$ cat config.mk
export PLATFORM = sky130hd
export DESIGN_NAME = scw_system_config
export DESIGN_NICKNAME = d
export VERILOG_FILES = /design/src/core/scw_pkg.sv /design/src/core/scw_mon_if.sv /design/src/core/scw_osc_monitor.sv /design/src/core/scw_system_config.sv
export SDC_FILE = /design/constraint.sdc
export NUM_CORES = 1
export LEC_CHECK = 0
export BUFFER_PORTS_ARGS = -buffer_cell sky130_fd_sc_hd__buf_2
export CAP_MARGIN = 10
export CORE_MARGIN = 1.5
export CORE_UTILIZATION = 30
export DETAILED_ROUTE_END_ITERATION = 8
export PLACE_DENSITY = 0.6
export SYNTH_ARGS = -nofsm -noshare
export SYNTH_HDL_FRONTEND = slang
export SYNTH_SLANG_ARGS = --single-unit
$ cat constraint.sdc
create_clock -name clk_sys -period 2.9 [get_ports clk_sys]
set_input_delay 0.29 -clock clk_sys [delete_from_list [all_inputs] [get_ports clk_sys]]
set_output_delay 0.29 -clock clk_sys [all_outputs]
set_load 0.02 [all_outputs]
$ cat src/core/scw_pkg.sv
// Constants, field layout and types shared by the configuration word block.
package scw_pkg;

  // Register port.
  localparam int unsigned ADDR_W = 16;
  localparam int unsigned DATA_W = 16;
  localparam logic [15:0] SYSCFG_ADDR = 16'hFF12;
  localparam logic [15:0] SYSCFG_RESET = 16'h0000;
  localparam logic [15:0] RDATA_IDLE = 16'h0000;

  // Field positions inside the configuration word.
  localparam int unsigned B_SHARE = 0;
  localparam int unsigned B_VISIBLE = 1;
  localparam int unsigned B_PERIPH_EN = 2;
  localparam int unsigned B_BIDIR_RST = 3;
  localparam int unsigned B_OSC_MON_DIS = 4;
  localparam int unsigned B_PWD_WAKE = 5;
  localparam int unsigned B_CS_TIMING = 6;
  localparam int unsigned B_WR_SPLIT = 7;
  localparam int unsigned B_CLK_OUT_EN = 8;
  localparam int unsigned B_HIGH_BYTE_DIS = 9;
  localparam int unsigned B_INT_MEM_EN = 10;
  localparam int unsigned B_SEG_DIS = 11;
  localparam int unsigned B_FLASH_SEG = 12;

  // Reset configuration sampled from port zero.
  localparam int unsigned P0_WRC_BIT = 5;
  localparam int unsigned P0_BUSTYPE_LSB = 6;
  localparam logic [1:0] BUSTYPE_8BIT_DEMUX = 2'h0;
  localparam logic [1:0] BUSTYPE_8BIT_MUX = 2'h2;

  // Pin groups.
  localparam int unsigned CS_N = 5;
  localparam int unsigned EXT_INT_N = 8;

  // Timing: 40 MHz system clock, one clock phase unit is half a period.
  localparam int unsigned CLK_PERIOD_PS = 25000;
  localparam int unsigned OSC_IDLE_MIN_US = 1;
  localparam int unsigned OSC_CNT_W = 8;
  localparam logic [OSC_CNT_W-1:0] OSC_IDLE_CYCLES =
    OSC_CNT_W'((OSC_IDLE_MIN_US * 1000000 + CLK_PERIOD_PS - 1) / CLK_PERIOD_PS);
  localparam int unsigned RST_DRIVE_TCL = 1024;
  localparam int unsigned TCL_PER_CYCLE = 2;
  localparam int unsigned RST_CNT_W = 10;
  localparam logic [RST_CNT_W-1:0] RST_DRIVE_CYCLES =
    RST_CNT_W'((RST_DRIVE_TCL + TCL_PER_CYCLE - 1) / TCL_PER_CYCLE);

  // Power-down controller states.
  typedef enum logic [1:0]
  {
    PD_RUN = 2'h1,
    PD_DOWN = 2'h2
  } scw_pd_t;

endpackage

$ cat src/core/scw_mon_if.sv
// Carrier between the configuration word and its oscillator monitor.
`timescale 1ns/100ps
interface scw_mon_if;
  logic enable;
  logic crystal;
  logic fail;
  modport ctl (output enable, output crystal, input fail);
  modport mon (input enable, input crystal, output fail);
endinterface

$ cat src/core/scw_osc_monitor.sv
// Crystal activity monitor: flags a crystal input that stops toggling.
`timescale 1ns/100ps
module scw_osc_monitor
  import scw_pkg::*;
(
  input wire logic clk_sys,
  input wire logic reset_n,
  input wire logic clk_en,
  scw_mon_if.mon mon
);

  typedef struct packed {
    logic prev;
    logic [OSC_CNT_W-1:0] cnt;
    logic fail;
  } scw_mon_state_t;

  scw_mon_state_t st_r;
  scw_mon_state_t st_nxt;

  always_comb
  begin
    st_nxt = st_r;
    st_nxt.prev = mon.crystal;
    if (!mon.enable || (mon.crystal != st_r.prev))
    begin
      st_nxt.cnt = '0;
      st_nxt.fail = 1'b0;
    end
    else if (st_r.cnt < OSC_IDLE_CYCLES)
    begin
      st_nxt.cnt = st_r.cnt + OSC_CNT_W'(1);
    end
    else
    begin
      // A full microsecond without any edge counts as a dead crystal.
      st_nxt.fail = 1'b1;
    end
  end

  always_ff @(posedge clk_sys)
  begin
    if (!reset_n)
    begin
      st_r <= '0;
    end
    else if (clk_en)
    begin
      st_r <= st_nxt;
    end
  end

  assign mon.fail = st_r.fail;

endmodule

$ cat src/core/scw_system_config.sv
// System configuration word: register, reset straps and the logic it steers.
//
// What this block does
// - Writes to the configuration word are ignored once end-of-init has run.
// - Memory enable, high-byte disable and write split load from straps at reset.
// - Share bit set lets an external master reach on-chip peripherals during hold.
// - Visible bit set reproduces on-chip peripheral accesses on external pins.
// - Peripheral enable clear blocks all on-chip peripheral and extension RAM access.
// - Bidirectional reset bit set drives reset pin low 1024 phase units per sequence.
// - Monitor on and PLL bypassed: 1 us without crystal edges selects PLL base.
// - Monitor off and PLL bypassed: crystal clocks the CPU, PLL powered down.
// - Wake select clear: power-down needs NMI low, only reset leaves it.
// - Wake select set: enter with enabled fast pins idle, leave on one asserted.
// - Chip selects change one system clock after latch strobe rise, or on it.
// - Write split bit is inverse strap; set makes write and high-byte pins split strobes.
// - Clock output enable drives the system clock image on the clock pin.
// - High-byte disable set stops driving the high-byte enable pin unless write split is set.
// - Internal memory enable clear routes internal memory accesses externally.
// - Segmentation disable set saves only the instruction pointer on interrupts.
// - Flash segment select maps internal flash to segment 0 or segment 1.
`timescale 1ns/100ps
module scw_system_config
  import scw_pkg::*;
(
  input wire logic clk_sys,
  input wire logic reset_n,
  input wire logic clk_en,
  input wire logic [ADDR_W-1:0] reg_addr,
  input wire logic [DATA_W-1:0] reg_wdata,
  input wire logic reg_wr,
  input wire logic reg_rd,
  output logic [DATA_W-1:0] reg_rdata,
  input wire logic end_init_instruction,
  input wire logic [DATA_W-1:0] port_zero,
  input wire logic external_access_pin_n,
  input wire logic hold_mode,
  input wire logic onchip_req,
  input wire logic ext_master_req,
  input wire logic imem_area_req,
  output logic onchip_periph_grant,
  output logic onchip_visible,
  output logic ext_master_grant,
  output logic imem_route_external,
  input wire logic reset_seq_start,
  input wire logic ext_reset_req,
  output logic reset_in_pin_o,
  output logic reset_in_pin_oe,
  input wire logic crystal_input,
  input wire logic pll_bypass,
  output logic cpu_clk_from_pll,
  output logic pll_power_on,
  input wire logic powerdown_instruction,
  input wire logic nmi_pin_n,
  input wire logic [EXT_INT_N-1:0] fast_ext_int_pins,
  input wire logic [EXT_INT_N-1:0] fast_ext_int_enable,
  output logic powerdown_active,
  input wire logic ale,
  input wire logic [CS_N-1:0] chip_select_req,
  output logic [CS_N-1:0] chip_selects,
  input wire logic bus_wr_n,
  input wire logic bus_bhe_n,
  input wire logic bus_wrl_n,
  input wire logic bus_wrh_n,
  output logic write_pin_n,
  output logic high_byte_pin_n,
  output logic high_byte_pin_oe,
  output logic clock_out_pin,
  output logic clock_out_oe,
  output logic segmentation_disable,
  output logic flash_segment_select
);

  typedef struct packed {
    logic [DATA_W-1:0] cfg;
    logic locked;
    logic strap_done;
    logic [DATA_W-1:0] rdata;
    logic [RST_CNT_W-1:0] rst_cnt;
    logic rst_oe;
    scw_pd_t pd;
    logic ale_d;
    logic [CS_N-1:0] cs_latch;
    logic cs_pend;
    logic [CS_N-1:0] cs_out;
    logic wr_pin;
    logic bhe_pin;
    logic bhe_oe;
    logic clk_out;
    logic clk_oe;
    logic periph_grant;
    logic visible;
    logic ext_grant;
    logic imem_ext;
    logic pll_sel;
    logic pll_on;
    logic rst_pin_lvl;
    logic pd_active;
  } scw_state_t;

  scw_state_t st_r;
  scw_state_t st_nxt;
  scw_mon_if mon_if ();

  // Single decode of the register address, shared by the read and write paths.
  function automatic logic cfg_hit(input logic [ADDR_W-1:0] addr);
    cfg_hit = (addr == SYSCFG_ADDR);
  endfunction

  // True when any enabled fast external interrupt pin is asserted.
  function automatic logic wake_pin_seen(input logic [EXT_INT_N-1:0] pins,
                                         input logic [EXT_INT_N-1:0] ena);
    wake_pin_seen = |(pins & ena);
  endfunction

  // The crystal is sampled as a plain synchronous input, so edges faster than half the clock are lost.
  scw_osc_monitor u_osc_monitor (
    .clk_sys(clk_sys),
    .reset_n(reset_n),
    .clk_en(clk_en),
    .mon(mon_if.mon)
  );

  assign mon_if.enable = pll_bypass & ~st_r.cfg[B_OSC_MON_DIS];
  assign mon_if.crystal = crystal_input;

  always_comb
  begin
    st_nxt = st_r;

    // Straps are caught on the first enabled cycle after reset release, so the
    // flops never take a port value under reset.
    if (!st_r.strap_done)
    begin
      st_nxt.strap_done = 1'b1;
      st_nxt.cfg[B_INT_MEM_EN] = external_access_pin_n;
      st_nxt.cfg[B_HIGH_BYTE_DIS] =
        (port_zero[P0_BUSTYPE_LSB +: 2] == BUSTYPE_8BIT_DEMUX) ||
        (port_zero[P0_BUSTYPE_LSB +: 2] == BUSTYPE_8BIT_MUX);
      st_nxt.cfg[B_WR_SPLIT] = ~port_zero[P0_WRC_BIT];
    end
    else if (reg_wr && cfg_hit(reg_addr) && !st_r.locked)
    begin
      st_nxt.cfg = reg_wdata;
    end

    // The lock is never cleared here: only a reset reopens the word, so software
    // cannot undo its own end-of-init.
    if (end_init_instruction)
    begin
      st_nxt.locked = 1'b1;
    end

    // Read data stand for exactly the cycle after the strobe.
    st_nxt.rdata = RDATA_IDLE;
    if (reg_rd && cfg_hit(reg_addr))
    begin
      st_nxt.rdata = st_r.cfg;
    end

    // On-chip peripheral bus gating. The grants are registered, so a decision
    // trails its request by one cycle and the requester must hold until then.
    st_nxt.periph_grant = onchip_req & st_r.cfg[B_PERIPH_EN];
    st_nxt.visible = onchip_req & st_r.cfg[B_PERIPH_EN] & st_r.cfg[B_VISIBLE];
    st_nxt.ext_grant = ext_master_req & hold_mode & st_r.cfg[B_SHARE] &
                       st_r.cfg[B_PERIPH_EN];
    st_nxt.imem_ext = imem_area_req & ~st_r.cfg[B_INT_MEM_EN];

    // Reset pin driver: a software or watchdog sequence leaves the pin alone
    // unless the bidirectional mode is on.
    if (reset_seq_start && st_r.cfg[B_BIDIR_RST])
    begin
      st_nxt.rst_oe = 1'b1;
      st_nxt.rst_cnt = RST_DRIVE_CYCLES;
    end
    else if (st_r.rst_oe)
    begin
      if (st_r.rst_cnt == RST_CNT_W'(1))
      begin
        st_nxt.rst_oe = 1'b0;
        st_nxt.rst_cnt = '0;
      end
      else
      begin
        st_nxt.rst_cnt = st_r.rst_cnt - RST_CNT_W'(1);
      end
    end

    // The reset pin is only ever pulled low; its enable alone decides whether
    // the device drives it.
    st_nxt.rst_pin_lvl = 1'b0;

    // Clock source selection. Without the bypass the PLL always runs; the
    // monitor only matters while the crystal feeds the CPU directly.
    if (!pll_bypass)
    begin
      st_nxt.pll_sel = 1'b1;
      st_nxt.pll_on = 1'b1;
    end
    else if (st_r.cfg[B_OSC_MON_DIS])
    begin
      st_nxt.pll_sel = 1'b0;
      st_nxt.pll_on = 1'b0;
    end
    else
    begin
      st_nxt.pll_sel = mon_if.fail;
      st_nxt.pll_on = 1'b1;
    end

    // Power-down entry and exit. With wake select clear only an external reset
    // ends power-down; the NMI pin plays no part in the exit.
    case (st_r.pd)
      PD_RUN:
      begin
        if (powerdown_instruction)
        begin
          if (!st_r.cfg[B_PWD_WAKE] && !nmi_pin_n)
          begin
            st_nxt.pd = PD_DOWN;
          end
          else if (st_r.cfg[B_PWD_WAKE] &&
                   !wake_pin_seen(fast_ext_int_pins, fast_ext_int_enable))
          begin
            st_nxt.pd = PD_DOWN;
          end
        end
      end
      PD_DOWN:
      begin
        if (ext_reset_req)
        begin
          st_nxt.pd = PD_RUN;
        end
        else if (st_r.cfg[B_PWD_WAKE] &&
                 wake_pin_seen(fast_ext_int_pins, fast_ext_int_enable))
        begin
          st_nxt.pd = PD_RUN;
        end
      end
      default:
      begin
        st_nxt.pd = PD_RUN;
      end
    endcase

    // The power-down flag is a flop of its own, so the output never passes
    // through a compare of the state code.
    st_nxt.pd_active = (st_nxt.pd == PD_DOWN);

    // Chip selects: one phase unit is taken as one system clock here, since
    // finer steps cannot be resolved on a single clock edge.
    // A strobe rise before the pending copy lands would overwrite the latch.
    st_nxt.ale_d = ale;
    st_nxt.cs_pend = 1'b0;
    if (ale && !st_r.ale_d)
    begin
      if (st_r.cfg[B_CS_TIMING])
      begin
        st_nxt.cs_out = chip_select_req;
      end
      else
      begin
        st_nxt.cs_latch = chip_select_req;
        st_nxt.cs_pend = 1'b1;
      end
    end
    if (st_r.cs_pend)
    begin
      st_nxt.cs_out = st_r.cs_latch;
    end

    // Write strobe pins. In split mode both pins carry strobes, so the
    // high-byte pin is driven even when the high-byte disable is set.
    if (st_r.cfg[B_WR_SPLIT])
    begin
      st_nxt.wr_pin = bus_wrl_n;
      st_nxt.bhe_pin = bus_wrh_n;
      st_nxt.bhe_oe = 1'b1;
    end
    else
    begin
      st_nxt.wr_pin = bus_wr_n;
      st_nxt.bhe_pin = bus_bhe_n;
      st_nxt.bhe_oe = ~st_r.cfg[B_HIGH_BYTE_DIS];
    end

    // Clock output: a toggle image of the system clock, released when off.
    // Half the system rate is the finest image a single-edge design can make.
    if (st_r.cfg[B_CLK_OUT_EN])
    begin
      st_nxt.clk_out = ~st_r.clk_out;
      st_nxt.clk_oe = 1'b1;
    end
    else
    begin
      st_nxt.clk_out = 1'b0;
      st_nxt.clk_oe = 1'b0;
    end
  end

  // Reset does not wait for the clock enable, so a frozen block still leaves reset known.
  always_ff @(posedge clk_sys)
  begin
    if (!reset_n)
    begin
      st_r <= '0;
      st_r.cfg <= SYSCFG_RESET;
      st_r.pd <= PD_RUN;
      st_r.pll_on <= 1'b1;
      st_r.pll_sel <= 1'b1;
      st_r.wr_pin <= 1'b1;
      st_r.bhe_pin <= 1'b1;
      st_r.ale_d <= 1'b1;
    end
    else if (clk_en)
    begin
      st_r <= st_nxt;
    end
  end

  // Every pin and flag below comes straight from a register, so none glitches.
  assign reg_rdata = st_r.rdata;
  assign onchip_periph_grant = st_r.periph_grant;
  assign onchip_visible = st_r.visible;
  assign ext_master_grant = st_r.ext_grant;
  assign imem_route_external = st_r.imem_ext;
  assign reset_in_pin_o = st_r.rst_pin_lvl;
  assign reset_in_pin_oe = st_r.rst_oe;
  assign cpu_clk_from_pll = st_r.pll_sel;
  assign pll_power_on = st_r.pll_on;
  assign powerdown_active = st_r.pd_active;
  assign chip_selects = st_r.cs_out;
  assign write_pin_n = st_r.wr_pin;
  assign high_byte_pin_n = st_r.bhe_pin;
  assign high_byte_pin_oe = st_r.bhe_oe;
  assign clock_out_pin = st_r.clk_out;
  assign clock_out_oe = st_r.clk_oe;
  assign segmentation_disable = st_r.cfg[B_SEG_DIS];
  assign flash_segment_select = st_r.cfg[B_FLASH_SEG];

endmodule

==> out/metrics.cfg, run 1 <==
[synthesis]
synth_compound_area_share_pct = 14.44
synth_xor_area_share_pct = 2.318
synth_most_common_cell = dfxtp_1
synth.top_cell.area_share_pct = 42.91
synth_nets = 544
synth_area_per_cell_um2 = 8.434
synth_edf_count = 0
yosys-top-cells-area = dfxtp_1 (43%), nand2_1 (6.4%), mux2i_1 (6.1%), a21oi_1 (5.0%), buf_4 (4.4%)
synth_top_family_by_area = simple AND/OR/NAND/NOR gates
ys_ff_latch = 81
muxShareOfSynthArea_pct = 6.093
synth_area_um2 = 3779
synthArstFlopShare_pct = 0
syn-instance-count = 448
synth_cell_type_count = 52
synth_commonest_cells = dfxtp_1 (81), nand2_1 (64), nor2_1 (40)
ys_warn_count = 0
synth-main-ff-cell = dfxtp_1
synth_top_area_cell = dfxtp_1
yosys.area_share.simple_pct = 24.70
ys_seq_area_share_pct = 42.91
synthAdderAreaFrac_pct = 1.656

[sta]
setup_ws_ps = 846.3
fmaxAchievable_ghz = 0.4869
hold_viol = 0
drv_slew = 0
finalCritPeriodShare_pct = 70.82
skew_ps = 4.591
finalCriticalPeriod_ps = 2054
setup_viol = 0
slew_headroom_pct = 58.35
setup_tns_ps = 0
rsz0062_at_grt = false
tightest_slew_ps = 624.7

[power]
internal_power_w = 0.002029
p_sw_w = 0.0006384
vdd_drop_max_uv = 265.0
pwr-share-seq_pct = 43.8
clkPwrFrac_pct = 45.3
power_leakage_nw = 1.986
pwr-share-comb_pct = 10.9
power_density_nw_per_um2 = 569.8
switching_share_pct = 23.94

[clock_tree]
cts.repair.resized = 0
cts_tree = yes
cts_buffer_depth = 2
cts.sinks = 81
clk_pin_slew_ps = 60
clk_latency_ps = 340
root_buffer = clkbuf_16
numCtsBuffers = 9
post-cts-setup-buffer-count = 0
cts_hold_buf = 0
htree_levels = 3

[global_routing]
grt_max_degree = 41
grt_pass1_vias = 3379
antenna_found_initial = 1
grt.overflow.total = 0
grt.total_usage_pct = 15.41
grt_pass1_wl_mm = 16.04

[die]
die_h_um = 115.2
num_rows = 40
coreArea_um2 = 12160
die-area_um2 = 13280
initial_core_util_pct = 31.07
die_w_um = 115.2
ios = 128

[routing]
dr.pass1.iters = 4
totalWireLength_mm = 9.865
drtIter0Drc = 182
dr_total_vias = 3496
vias_per_cell = 4.931
ant_nets = 0
wl_per_cell_um = 13.91
drc = 0

[placement]
place.gp.congestion = 0.8291
post_dp_cell_area_um2 = 4368
port_buffers = 112
place_ws_ps = 722.3
dp_hpwl_mm = 7.169

[min_path]
hold_start = reg_wdata[10]
min_to = st_r[66]$_SDFFE_PN0P_
min_path_type = input port to flop
hold_path_depth = 2

[worst_setup_path]
slowest_delay_ps = 580
worstSetupStartpointType = flop
slowest_stage = or4_4
r2r_cells = 4
critical_path_class = flop to flop
r2r-start = st_r[30]$_SDFFE_PN0P_
reg2reg_to = st_r[37]$_SDFFE_PN0P_
r2r_setup_slack_ps = 850
crit_path_frequent_cell = or4_1
path_max_fanout = 5
cp.required_ps = 3160
end_kind = flop
crit_chain = or4_4 > or4_1 > or4_1 > a31oi_1
crit_arrival_ps = 2320

[cells_and_area]
diodes = 0
regArea_um2 = 1622
fill_cells = 1242
final_core_util_pct = 38.49
multiInputGateArea_um2 = 1863
syn2layout_area_growth_pct = 23.87
fin_area_um2 = 4681
drive_gt1_share_pct = 26.43
nets = 632

[job]
cap_violations = 0

[outcome]
status = finished, final reports clean

power by group through the flow:
stage               Sequential, W  Clock [W]  Combinational [W]
floorplan                 0.00119          0           0.000180
global placement          0.00119          0           0.000282
detailed placement        0.00119          0           0.000291
CTS                       0.00117    0.00124           0.000292
global route              0.00117    0.00129           0.000329
finish                    0.00117    0.00121           0.000291
cells by family (layout without fill, tap and decap cells):
group / Yosys count / in the layout
adders and majority gates: 5 / 5
and+or+nand+nor: 184 / 184
DFF: 81 / 81
muxes: 23 / 23
other: 1 / 1
buffers and inverters: 56 / 149
xor gates and xnor gates: 10 / 10
AOI/OAI and AO/OA: 88 / 88
cell type report:
class,instances,share of cell area (%)
Tap cell,168,4.491
Clock buffer,12,5.052
Sequential cell,81,34.64
Inverter,12,0.9623
Clock inverter,4,1.631
Timing Repair Buffer,121,13.42
Multi-Input combinational cell,311,39.80
layout by cell type (no fill, tap or decap), drive strengths merged, types with 2 or more instances in the layout:
master  count
nand3       4
dfxtp      81
buf       121
nand2      64
nand4      23
a32oi       3
nand2b      5
bufinv      2
nor2b       3
a31oi       3
mux2i      23
a21o        3
xor2        2
and2        2
a22o        5
nor4        4
nand3b      3
nor3b       7
nor4b       3
clkbuf     12
or4         3
ha          5
nor3       10
nor2       40
or3b        2
a21oi      38
or4b        2
o211ai      5
o21ai      15
xnor2       8
o21a        2
or3         6
a211oi      6
inv        13
metrics by stage:
step / instances / power (W) / hold WS [ps]
3_5_place_dp: 693 / 0.001483 / 451.8
3_3_place_gp: 693 / 0.001472 / 448.2
2_1_floorplan: 448 / 0.001372 / 414.1
4_1_cts: 709 / 0.002702 / 151.7
5_1_grt: 709 / 0.002787 / 172.3
6_report: 709 / 0.002667 / 161.9
critical path: cells and delay by family, from the launching register on:
kind               cells  cell delay [ps]
AOI/OAI and AO/OA      1              160
and+or+nand+nor        3             1480
DFF                    1              350
routing by layer:
layer / part of all wire [%] / routed length, µm / track usage, %
met4: 2.1 / 203 / 6.091
met5: 0.12 / 12 / 0
met2: 48 / 4702 / 26.27
met3: 6.4 / 631 / 5.324
met1: 44 / 4315 / 17.75
sequential cells by signal, indices dropped and copies added (netlist names):
register,cells
st_r,35
cpu_clk_from_pll,1
segmentation_disable,1
flash_segment_select,1
ext_master_grant,1
reset_in_pin_oe,1
u_osc_monitor.st_r,9
write_pin_n,1
clock_out_oe,1
onchip_visible,1
high_byte_pin_n,1
powerdown_active,1
clock_out_pin,1
pll_power_on,1
high_byte_pin_oe,1
onchip_periph_grant,1
reg_rdata,16
chip_selects,5
imem_route_external,1
u_osc_monitor.mon.fail,1
worst max path at each step:
stage,start,to,slack [ps],cells after the start
final,st_r[30]$_SDFFE_PN0P_,st_r[37]$_SDFFE_PN0P_,850,4
after CTS,st_r[30]$_SDFFE_PN0P_,st_r[37]$_SDFFE_PN0P_,840,4
after global routing,st_r[30]$_SDFFE_PN0P_,st_r[37]$_SDFFE_PN0P_,750,4
after global placement,clk_en,chip_selects[4]$_SDFFE_PN0P_,740,5
after floorplan,reg_addr[2],st_r[66]$_SDFFE_PN0P_,910,5
after detailed placement,clk_en,chip_selects[2]$_SDFFE_PN0P_,720,5
Power figures use the tool's default switching activity.
==> inputs of run 2 (changes only) <==
==> constraint.sdc (replaced) <==
create_clock -name clk_sys -period 2 [get_ports clk_sys]
set_input_delay 0.2 -clock clk_sys [delete_from_list [all_inputs] [get_ports clk_sys]]
set_output_delay 0.2 -clock clk_sys [all_outputs]
set_load 0.02 [all_outputs]
==> run 2 against run 1 <==
Global-route usage is 0.079 points higher. Final cell count rose by 1.4%. Worst setup slack lost 830 ps. Utilization grew 0.88 points. First-iteration DRC count increased by 32%. Sequential cell count unchanged. Sequential power increased by 44%. Maximum frequency rose by 3.4%. Highest routed layer unchanged.
==> out/metrics.cfg, run 2 (synthesis results as in run 1) <==
[outcome]
status = finished, final reports clean

[sta]
finalCriticalPeriod_ps = 1987  ; -67.09 ps
rsz0062_at_grt = true
setup_viol = 0  ; unchanged
tightest_slew_ps = 678.5  ; +53.76 ps
finalCritPeriodShare_pct = 99.33  ; +29 points
slew_headroom_pct = 54.18  ; -4.2 points
setup_tns_ps = 0  ; unchanged
drv_slew = 0  ; unchanged
hold_viol = 0  ; unchanged
holdWs_ps = 77.27  ; -84.60 ps
skew_ps = 9.271  ; +4.680 ps
fmaxAchievable_ghz = 0.5034  ; +3.4%

[clock_tree]
post-cts-setup-buffer-count = 0  ; unchanged
cts_buffer_depth = 2  ; unchanged
root_buffer = clkbuf_16
htree_levels = 3  ; unchanged
cts_hold_buf = 0  ; unchanged
numCtsBuffers = 9  ; unchanged
cts.sinks = 81  ; unchanged
clk_pin_slew_ps = 60  ; about the same
cts_tree = yes
clk_latency_ps = 340  ; about the same

[worst_setup_path]
cp.required_ps = 2270  ; -890 ps
end_kind = flop
path_max_fanout = 2  ; -3
crit_arrival_ps = 2260  ; -60 ps
slowest_delay_ps = 530  ; -50 ps
r2r_setup_slack_ps = 10  ; -830 ps
worstSetupStartpointType = flop
crit_chain = or4_4 > or4_4 > or4_4 > a31oi_1
critical_path_class = flop to flop
crit_path_frequent_cell = or4_4
slowest_stage = or4_4

[cells_and_area]
drive_gt1_share_pct = 28.86  ; +2.4 points
layout_common_cells = buf_2 (112), dfxtp_1 (80), nand2_1 (64)
fin_area_um2 = 4788  ; +2.3%
final_cells = 719  ; +1.4%
nets = 643  ; +1.7%
mostFrequentLayoutCell = buf_2
diodes = 0  ; unchanged
syn2layout_area_growth_pct = 26.72
largest_reg_flops = 35  ; unchanged
regMostFlops = st_r

[power]
vdd_drop_max_uv = 371.9  ; +40%
power_density_nw_per_um2 = 799.4  ; +40%
power_leakage_nw = 2.056  ; +3.6%
fin_total_pwr_w = 0.003828  ; +44%

[global_routing]
antenna_found_initial = 1  ; unchanged
grt.total_usage_pct = 15.48  ; +0.079 points
grt_pass1_wl_mm = 16.10  ; +0.39%
grt.overflow.total = 0  ; unchanged
grt_max_degree = 27  ; -34%
grt_pass1_vias = 3409  ; +0.89%

[routing]
dr_total_vias = 3501  ; +0.14%
totalWireLength_mm = 9.932  ; +0.68%
vias_per_cell = 4.869  ; -1.2%
wl_per_cell_um = 13.81  ; -0.72%
drtIter0Drc = 240  ; +32%
dr.pass1.iters = 4  ; unchanged
ant_nets = 0  ; unchanged
drc = 0  ; unchanged

[job]
cap_violations = 0  ; unchanged

[die]
initial_core_util_pct = 31.07  ; unchanged
die_h_um = 115.2  ; unchanged
die_w_um = 115.2  ; unchanged
die-area_um2 = 13280  ; unchanged
num_rows = 40  ; unchanged
coreArea_um2 = 12160  ; unchanged
ios = 128  ; unchanged

[placement]
port_buffers = 112  ; unchanged
dp_cells = 704  ; +1.6%
dp_hpwl_mm = 7.358  ; +2.6%
place.gp.congestion = 0.8533  ; +2.9%
post_dp_cell_area_um2 = 4476  ; +2.5%

[min_path]
min_path_type = input port to flop

## run 2: changes by cell type in the layout (fill, tap and decap cells not counted), sizes merged
cell,before,now
bufinv,2,1
clkinv,0,1
clkbuf,12,11
buf,121,132
## run 2: metrics by stage
stage	setup slack, ps	util [%]
final	13.37	39.37
after global routing	-63.74	39.37
after CTS	7.437	39.30
after detailed placement	4.813	36.80
after global placement	73.53	36.80
after floorplan	35.32	-
## run 2: worst max-delay path, delay by kind of cell, from the launching register on
family | cells | cell delay (ps)
flip-flops | 1 | 320
AO/OA/AOI/OAI | 1 | 160
AND/OR/NAND/NOR | 3 | 1440
## run 2: what timing repair did
action	4_1_cts	5_1_grt
resized for setup	0	3
hold endpoints to repair	0	0
setup endpoints to repair	0	1
## run 2: per-layer routing
layer / vias to the layer above / GRT usage [%] / share of wire [%]
met1: 1611 / 19.24 / 46
met5: - / 0 / 0.12
met4: 2 / 5.021 / 1.3
met3: 14 / 5.588 / 6.4
met2: 110 / 25.04 / 46
li1: 1764 / - / -
## run 2: area by class of cell
class                           instances  area, µm²
Fill cell                            1241       7373
Multi-Input combinational cell        311       1871
Sequential cell                        81       1623
Timing Repair Buffer                  132      735.7
Clock buffer                           11      252.7
Tap cell                              168      210.2
Clock inverter                          4      51.30
Inverter                               12      45.04
## run 2: worst paths after layout
| check | cells past startpoint | from | end |
|---|---|---|---|
| worst max-delay path | 4 | st_r[30]$_SDFFE_PN0P_ | st_r[37]$_SDFFE_PN0P_ |
| worst min-delay path | 2 | reg_wdata[10] | st_r[66]$_SDFFE_PN0P_ |
| worst max register to register | 4 | st_r[30]$_SDFFE_PN0P_ | st_r[37]$_SDFFE_PN0P_ |
| worst min register to register | 2 | reg_rdata[8]$_SDFFE_PN0P_ | reg_rdata[8]$_SDFFE_PN0P_ |
## run 2: where the power goes
group          internal (W)  total (W)  switching (W)
clock network       0.00103    0.00170       0.000666
registers           0.00165    0.00169      0.0000413
logic              0.000200   0.000438       0.000238
